## config.mk

```make
export PLATFORM = sky130hd
export DESIGN_NAME = psi_adc_core
export DESIGN_NICKNAME = d
export VERILOG_FILES = /design/src/psi_pkg.sv /design/src/psi_adc_core.sv
export SDC_FILE = /design/constraint.sdc
export NUM_CORES = 1
export LEC_CHECK = 0
export ABC_AREA = 1
export BUFFER_PORTS_ARGS = -buffer_cell sky130_fd_sc_hd__buf_4
export CORE_AREA = 2 2 108 110
export DETAILED_ROUTE_END_ITERATION = 6
export DIE_AREA = 0 0 110 112
export PLACE_DENSITY = 0.76
export SYNTH_ARGS = -nofsm -noshare
export SYNTH_HDL_FRONTEND = slang
export SYNTH_HIERARCHICAL = 1
export SYNTH_SLANG_ARGS = --single-unit
```

## constraint.sdc

```tcl
create_clock -name core_clk -period 3.3 [get_ports core_clk]
set_clock_uncertainty 0.1 [all_clocks]
set_input_delay 0 -clock core_clk [delete_from_list [all_inputs] [get_ports core_clk]]
set_output_delay 0 -clock core_clk [all_outputs]
set_load 0.03 [all_outputs]
```

## src/psi_pkg.sv

```systemverilog
// shared constants of the sample interface, plus its two-flop pin synchroniser
// assumes a single core clock; every pin input arrives asynchronously
`timescale 1ns/1ns

package psi_pkg;
  // ==========================================================================
  // widths
  localparam int CODE_W = 12;
  localparam int AIN_W  = 14;
  localparam int DIFF_W = AIN_W + 1;
  localparam int WIDE_W = DIFF_W + 2;
  localparam int IDLE_W = 20;
  localparam int CONV_W = 5;
  // ==========================================================================
  // timing
  localparam int CLK_PERIOD_NS  = 8;
  localparam int CONV_TIME_NS   = 150;
  localparam int REFRESH_IDLE_NS = 1000000;
  localparam int CONV_CYCLES    = (CONV_TIME_NS + CLK_PERIOD_NS - 1) / CLK_PERIOD_NS;
  localparam int REFRESH_CYCLES = REFRESH_IDLE_NS / CLK_PERIOD_NS;
  // ==========================================================================
  // codes and reset values
  localparam logic [CODE_W-1:0] CODE_POS_FULL = 12'h7FF;
  localparam logic [CODE_W-1:0] CODE_NEG_FULL = 12'h800;
  localparam logic [CODE_W-1:0] CODE_RESET    = 12'h000;
  localparam logic [1:0] STRAP_GND  = 2'h0;
  localparam logic [1:0] STRAP_VREF = 2'h1;
  localparam logic [1:0] STRAP_VDD  = 2'h2;
endpackage : psi_pkg

module psi_sync #(
  parameter int WIDTH = 1
) (
  input  wire logic             core_clk,
  input  wire logic             rst_b,
  input  wire logic [WIDTH-1:0] async_in,
  output logic      [WIDTH-1:0] sync_out
);
  logic [WIDTH-1:0] meta;

  always_ff @(posedge core_clk or negedge rst_b) begin
    if (!rst_b) begin
      meta     <= '0;
      sync_out <= '0;
    end else begin
      meta     <= async_in;
      sync_out <= meta;
    end
  end
endmodule : psi_sync

```

## src/psi_adc_core.sv

```systemverilog
// digital side of the 12-bit pipelined sampling converter
// assumes conv_clk, the analog input words and the straps come from pins
//
// How it works
// - every rising conversion clock edge starts a new conversion
// - both analog inputs sampled together; their difference enters the pipeline
// - result shows conversion time after second later start; captured at third edge
// - result is a 12-bit two's complement code on one parallel bus
// - range flag high exactly for largest positive or most negative code
// - gain pin high means gain one, low means gain two
// - reference strap picks 4.096V, 2.048V or external reference drive
// - after 1ms without clock edge an internal timer refreshes dynamic logic
`timescale 1ns/1ns

module psi_adc_core
  import psi_pkg::*;
#(
  parameter int REFRESH_CNT = REFRESH_CYCLES
) (
  input  wire logic                     core_clk,
  input  wire logic                     rst_b,
  input  wire logic                     conv_clk,
  input  wire logic signed [AIN_W-1:0]  positive_analog_input,
  input  wire logic signed [AIN_W-1:0]  negative_analog_input,
  input  wire logic                     gain_select,
  input  wire logic [1:0]               ref_strap,
  output logic [CODE_W-1:0]             sample_code_bus,
  output logic                          out_of_range_flag,
  output logic                          ref_internal_en,
  output logic                          ref_half_select,
  output logic                          dynamic_refresh
);

  // ==========================================================================
  // types and helpers
  typedef struct packed {
    logic              clk_d;
    logic [CODE_W-1:0] stage0;
    logic [CODE_W-1:0] stage1;
    logic [CODE_W-1:0] pending;
    logic              conv_busy;
    logic [CONV_W-1:0] conv_cnt;
    logic [CODE_W-1:0] code;
    logic              oor;
    logic              ref_int;
    logic              ref_half;
    logic [IDLE_W-1:0] idle_cnt;
    logic              refresh;
  } psi_state_s;

  function automatic logic [CODE_W-1:0] psi_saturate(input logic signed [WIDE_W-1:0] v);
    if (v > $signed({{(WIDE_W-CODE_W){1'b0}}, CODE_POS_FULL}))
      return CODE_POS_FULL;
    else if (v < $signed({{(WIDE_W-CODE_W){1'b1}}, CODE_NEG_FULL}))
      return CODE_NEG_FULL;
    else
      return v[CODE_W-1:0];
  endfunction : psi_saturate

  function automatic logic psi_ref_half(input logic [1:0] strap);
    return strap == STRAP_VREF;
  endfunction : psi_ref_half

  function automatic logic psi_range_edge(input logic [CODE_W-1:0] c);
    return (c == CODE_POS_FULL) || (c == CODE_NEG_FULL);
  endfunction : psi_range_edge

  localparam logic [CONV_W-1:0] CONV_LOAD    = CONV_W'(CONV_CYCLES);
  localparam logic [IDLE_W-1:0] REFRESH_LAST = IDLE_W'(REFRESH_CNT - 1);

  // ==========================================================================
  // pin synchronisation
  localparam int PIN_W = 2 * AIN_W + 4;
  logic [PIN_W-1:0] pins_s;

  psi_sync #(
    .WIDTH    (PIN_W)
  ) u_pin_sync (
    .core_clk (core_clk),
    .rst_b    (rst_b),
    .async_in ({conv_clk, gain_select, ref_strap, positive_analog_input, negative_analog_input}),
    .sync_out (pins_s)
  );

  logic                     clk_s;
  logic                     gain_s;
  logic [1:0]               strap_s;
  logic signed [AIN_W-1:0]  pos_s;
  logic signed [AIN_W-1:0]  neg_s;
  assign {clk_s, gain_s, strap_s, pos_s, neg_s} = pins_s;

  // ==========================================================================
  // sampling
  psi_state_s                st;
  psi_state_s                next_st;
  logic                      start;
  logic signed [DIFF_W-1:0]  diff;
  logic signed [WIDE_W-1:0]  scaled;
  logic [CODE_W-1:0]         sample_code;

  assign start = clk_s & ~st.clk_d;

  assign diff = DIFF_W'(pos_s) - DIFF_W'(neg_s);

  // low gain pin doubles the code; half reference doubles it again
  always_comb begin
    scaled = WIDE_W'(diff);
    if (!gain_s)
      scaled = scaled <<< 1;
    if (psi_ref_half(strap_s))
      scaled = scaled <<< 1;
  end

  // two's complement code, clipped at full scale
  assign sample_code = psi_saturate(scaled);

  // ==========================================================================
  // pipeline, conversion timer, refresh timer
  always_comb begin
    next_st         = st;
    next_st.clk_d   = clk_s;
    next_st.refresh = 1'b0;
    // reference source from strap
    // strap codes 2 and 3 both mean supply: external reference drive
    next_st.ref_int  = (strap_s == STRAP_GND) || (strap_s == STRAP_VREF);
    next_st.ref_half = psi_ref_half(strap_s);

    if (st.conv_busy) begin
      if (st.conv_cnt == CONV_W'(1)) begin
        next_st.conv_busy = 1'b0;
        next_st.code      = st.pending;
      end else begin
        next_st.conv_cnt = st.conv_cnt - CONV_W'(1);
      end
    end

    if (start) begin
      // a start inside a running conversion flushes it first
      if (st.conv_busy)
        next_st.code = st.pending;
      next_st.stage0    = sample_code;
      next_st.stage1    = st.stage0;
      // second later start launches the output update
      next_st.pending   = st.stage1;
      next_st.conv_busy = 1'b1;
      next_st.conv_cnt  = CONV_LOAD;
      next_st.idle_cnt  = '0;
    end else if (st.idle_cnt == REFRESH_LAST) begin
      next_st.refresh  = 1'b1;
      next_st.idle_cnt = '0;
    end else begin
      next_st.idle_cnt = st.idle_cnt + IDLE_W'(1);
    end

    // range flag tracks the presented code
    next_st.oor = psi_range_edge(next_st.code);
  end

  always_ff @(posedge core_clk or negedge rst_b) begin
    if (!rst_b) begin
      st <= '{clk_d: 1'b0, stage0: CODE_RESET, stage1: CODE_RESET, pending: CODE_RESET,
              conv_busy: 1'b0, conv_cnt: '0, code: CODE_RESET, oor: 1'b0,
              ref_int: 1'b1, ref_half: 1'b0, idle_cnt: '0, refresh: 1'b0};
    end else begin
      st <= next_st;
    end
  end

  assign sample_code_bus   = st.code;
  assign out_of_range_flag = st.oor;
  assign ref_internal_en   = st.ref_int;
  assign ref_half_select   = st.ref_half;
  assign dynamic_refresh   = st.refresh;

  // code updates count edges after the timer load edge; the check samples it one edge later
  localparam int CONV_DLY = CONV_CYCLES + 1;
endmodule : psi_adc_core

```

# Word level (Yosys, flattened, before mapping)
# Cells that the tools add are included.
# classes
add_sub_neg	3
reduce_logical	5
n_bitwise	2
eq_ne	6
magnitude_cmp	2
n_mux	14
# ops
cell	count
2-to-1 mux 12 bit	4
2-to-1 mux 20 bit	2
2-to-1 mux 18 bit	2
adder 20 x 1 -> 20 bit, second input constant	1
== test 20 x 17 -> 1 bit, second input constant	1
> comparator 17 x 12 -> 1 bit, second input constant	1
less-than comparator 17 x 12 -> 1 bit, second input constant	1
2-to-1 mux 16 bit	1
2-to-1 mux 15 bit	1
subtractor 14 x 14 -> 15 bit	1
== test 12 x 11 -> 1 bit, second input constant	1
== test 12 bit, second input constant	1
== test 5 x 1 -> 1 bit, second input constant	1
2-to-1 mux 5 bit	1
subtractor 5 x 1 -> 5 bit, second input constant	1
2-to-1 mux 1 bit	3
== test 2 x 1 -> 1 bit, second input constant	1
logical NOT 2 bit	1
logical OR 1 bit	2
!= test 2 bit, second input constant	1
AND reduction 2 bit	1
nonzero test 2 bit	1
AND 1 bit	1
inverter 1 bit	1
# word_totals
inputBits	34
regBits	143
elab_cells	46

# Logic depth before layout (Yosys ltp)
# logic_depth
depth_word	7
depth_mapped	18
depth_no_buf	17

# By module
# Netlist, hierarchy kept.
# modules_own_cells
mod	n_inst	cells_each	seq_area_each_um2	area_each_um2
psi_adc_core	1	682	1978.1	4979.8
psi_sync	1	64	1601.5	1601.5

# Least setup slack after synthesis
# OpenSTA, ideal clock, no wires.
# synth_path
kind	reg-to-reg
from	register u_pin_sync.sync_out[0]
to	register st[69] in the netlist's numbering
setup_ps	122
arrival_ps	2157
setup_slack_ps	920
path_buffers	1
t_required_ps	3078
path_stages_with_launch	18
cell_sequence	dfrtp_1 ha_1 fa_1 inv_1 nand3_1 nand3_1 nand3_1 nand3_1 nand2_1 nand3_1 nand3_1 nand2_1 inv_1 nor2_1 nand3_1 nand2_1 buf_6 a21oi_1
# synth_between
elab_chain_cells	6
# synth_rtl
element	line	rtl
start, declared	psi_pkg.sv:37	output logic [WIDTH-1:0] sync_out
start signal, assigned	psi_pkg.sv:47	sync_out <= meta;
subtractor 14 x 14 -> 15 bit *	psi_adc_core.sv:103	assign diff = DIFF_W'(pos_s) - DIFF_W'(neg_s);
2-to-1 mux 15 bit	psi_adc_core.sv:108	if (!gain_s)
2-to-1 mux 16 bit	psi_adc_core.sv:110	if (psi_ref_half(strap_s))
less-than comparator 17 x 12 -> 1 bit	psi_adc_core.sv:54	else if (v < $signed({{(WIDE_W-CODE_W){1'b1}}, CODE_NEG_FULL}))
2-to-1 mux 12 bit	psi_adc_core.sv:54	
2-to-1 mux 12 bit *	psi_adc_core.sv:52	if (v > $signed({{(WIDE_W-CODE_W){1'b0}}, CODE_POS_FULL}))
end signal, assigned	psi_adc_core.sv:161	st <= '{clk_d: 1'b0, stage0: CODE_RESET, stage1: CODE_RESET, pending: CODE_RESET,
end signal, assigned	psi_adc_core.sv:165	st <= next_st;
end, declared	psi_adc_core.sv:94	psi_state_s st;
# Every way passes the cells marked *; elsewhere a longest branch is shown, timed or not.
# A chain may end at the register's enable or synchronous reset.

# Worst setup path after layout
# Ends and elaborated chain as after synthesis.

==> results.cfg <==
[status]
outcome = completed

[route]
num_vias = 5036
wl_per_cell_um = 12.71
drc_errors = 0
wl_mm = 12.37
drtIter0Drc = 343
routed_via_density = 5.176
drt_pass1_iterations = 7
ant_nets = 0

[floorplanning]
num_rows = 39
num_io_pins = 50
die_h_um = 112
start_util_pct = 58.90
die_area_mm2 = 0.01232
die_w_um = 110
core_area_mm2 = 0.01117

[synthesis]
synthXorXnorAreaFrac_pct = 1.597
ys_ff_latch = 143
mappedNetlistArea_mm2 = 0.006581
ys_types = 43
post-synth-top-area-cell = dfrtp_1
synth.avg_cell_area_um2 = 8.822
ys_warn_count = 6
synthFlopType = dfrtp_1
synth_compound_area_share_pct = 9.544
synth_edf_count = 0
yosys.area_share.adder_pct = 3.536
synthMuxAreaShare_pct = 0.3042
async_flop_share_pct = 100.0
synth-simple-area-share_pct = 21.94
synth_top_cell_area_share_pct = 53.99
synth_top_family_by_area = simple AND/OR/NAND/NOR gates
synth_cells = 746
syn_nets = 798
synthTopCellsByArea = dfrtp_1 54%, nand2_1 10%, inv_1 5.6%
seq_area_frac_synth_pct = 54.39

[min_path]
min_path_type = input port to asynchronous set/reset pin

[setup_path]
start_kind = flip-flop
critPathMostFrequentCell = nand3_1
worst-path-max-fanout = 11
slowest_stage = fa_1
worst_ep_required_time_ns = 3.48
slowest_delay_ns = 0.40
path_class = flip-flop to flip-flop
crit_path_cell_trace = ha_1 -> fa_1 -> inv_1 -> nand3_1 -> nand3_1 -> nand3_1 -> nand3_1 -> nand2_1 -> nand3_1 -> nand3_1 -> nand2_1 -> inv_1 -> nor2_1 -> nand3_1 -> nand2_1 -> a21oi_1
worst_ep_arrival_time_ns = 3.04
end_kind = flip-flop

[sta]
clock.fmax_mhz = 349.4
min_period_ns = 2.862
setup_violations = 0
rsz0062_at_grt = false
slew_headroom_pct = 45.87
finalCritPeriodShare_pct = 86.72
hold_viol = 0
slew_violations = 0
tightest_slew_ns = 0.8119
hold_slack_ns = 0.1105
tns_ns = 0

[grt]
track_usage_pct = 22.55
grt_pass1_wl_mm = 21.52
grt.overflow.total = 0
grt_start_max_net_pins = 94
grt_pass1_vias = 4890
antenna_found_initial = 0

[clock_network]
clockBufferDepth = 2
root_buffer = clkbuf_16
clock_latency_ns = 0.42
cts_sinks = 143
cts_tree = yes
cts_buffers = 17
clk_pin_slew_ns = 0.06
htree_levels = 4

[power_and_ir_drop]
powerDensity_mw_per_mm2 = 670.2
power.leakage_nw = 3.889
peakVddDrop_uv = 600.4
finalPower_mw = 5.298

[placement]
port_buffers = 49
hpwl_mm = 8.258
gp_congestion = 0.8360

[cells_and_area]
final_nets = 869
area_growth_pct = 20.11
fill_cells = 870
n_antenna_cell = 0
drive_above_1_share_pct = 13.73

[job]
drv_cap = 0
-- registers in the layout, indices dropped and copies added, names as in the netlist --
name / count
u_pin_sync/meta: 32
ref_half_select: 1
u_pin_sync/sync_out: 32
sample_code_bus: 12
ref_internal_en: 1
st: 63
dynamic_refresh: 1
out_of_range_flag: 1
-- cell usage in the layout, fill, tap and decap left out, types with 2 or more instances in the layout --
cell,instances
nand2_1,177
dfrtp_1,142
inv_1,99
nor2_1,57
nand3_1,52
buf_4,50
o21ai_0,42
a21oi_1,33
dlygate4sd3_1,33
ha_1,17
clkbuf_16,17
xor2_1,11
a21oi_2,9
nand4_1,8
nor3_1,7
a22oi_1,6
o21a_1,5
nand2_2,5
clkinv_2,5
nor4_1,4
nor2_2,4
nor3b_1,4
clkbuf_8,4
nor3_2,3
a31oi_1,3
nor2_4,2
or2_2,2
a32oi_1,2
o22ai_1,2
a32o_1,2
nand3_2,2
mux2i_1,2
clkinvlp_4,2
bufinv_16,2
-- worst max-delay path, delay by kind of cell, from the launching register on --
| family | cells | cell delay (ns) |
|---|---|---|
| AOI/OAI and AO/OA | 1 | 0.14 |
| adders and majority gates | 2 | 0.63 |
| buffers and inverters | 2 | 0.15 |
| and+or+nand+nor | 11 | 1.31 |
| DFF | 1 | 0.37 |
-- metrics by stage --
step | worst slack, ns | area (um^2) | util, % | instances
6_report | 0.4382 | 7905 | 70.74 | 973
5_1_grt | 0.1517 | 7905 | 70.74 | 973
4_1_cts | 0.4023 | 7905 | 70.74 | 973
3_5_place_dp | 0.4436 | 6982 | 62.48 | 908
3_3_place_gp | 0.5411 | 6982 | 62.48 | 908
2_1_floorplan | 0.9203 | 6581 | - | 746
-- worst paths after layout --
check                                         startpoint                       to  slack (ns)  cells after the start
worst max-delay path              u_pin_sync/sync_out[0]                   st[69]        0.44                     16
worst min-delay path                               rst_b      sample_code_bus[11]        0.11                      2
worst max register to register    u_pin_sync/sync_out[0]                   st[69]        0.44                     16
worst min register to register       u_pin_sync/meta[17]  u_pin_sync/sync_out[17]        0.25                      0
max in group asynchronous                          rst_b          ref_internal_en        2.20                      3
min in group core_clk           negative_analog_input[8]       u_pin_sync/meta[8]        0.12                      2
-- per-layer routing --
layer	vias to the layer above	GRT usage [%]	routed length, um
met2	114	37.30	6442
li1	2525	-	-
met1	2376	27.68	5239
met4	0	10.21	252
met5	-	0	0
met3	21	5.504	437
-- cell families (layout without fill, tap and decap cells) --
group | after synthesis | count (layout)
muxes | 2 | 2
and+or+nand+nor | 330 | 330
adders and majority gates | 18 | 18
AOI/OAI and AO/OA | 107 | 107
xor gates and xnor gates | 12 | 12
DFF | 143 | 143
buffers and inverters | 134 | 218
-- cell usage after synthesis (2+ instances only) --
master    number
nand2_1      177
dfrtp_1      142
inv_1         99
nor2_1        58
nand3_1       52
o21ai_0       42
a21oi_1       33
ha_1          17
buf_4         13
clkbuf_1      13
xor2_1        11
a21oi_2        9
nand4_1        8
nor3_1         7
a22oi_1        6
nand2_2        5
o21a_1         5
buf_2          4
nor2_2         4
nor3b_1        4
nor4_1         4
a31oi_1        3
nor3_2         3
a32o_1         2
a32oi_1        2
buf_6          2
mux2i_1        2
nand3_2        2
o22ai_1        2
or2_2          2
-- cell type report --
class	count	area, um^2	share of cell area (%)
clock buffers	22	484.2	6.125
repair buffers	85	737.0	9.323
well taps	143	178.9	2.263
clock inverters	10	108.9	1.377
inverters	101	379.1	4.796
multi-input cells	469	2437	30.83
flip-flops and latches	143	3580	45.28
-- report_power, final --
| group | switching, mW | leakage (nW) | internal, mW |
|---|---|---|---|
| Combinational | 0.756 | 1.87 | 0.450 |
| Sequential | 0.191 | 1.72 | 2.02 |
| Clock | 0.694 | 0.292 | 1.19 |
-- timing repair --
item                                   in CTS  in global routing
resized for setup                           0                  0
hold buffers                               33                  0
endpoints found under the hold margin     124                  0
setup buffers                               0                  0
Power figures use the tool's default switching activity.
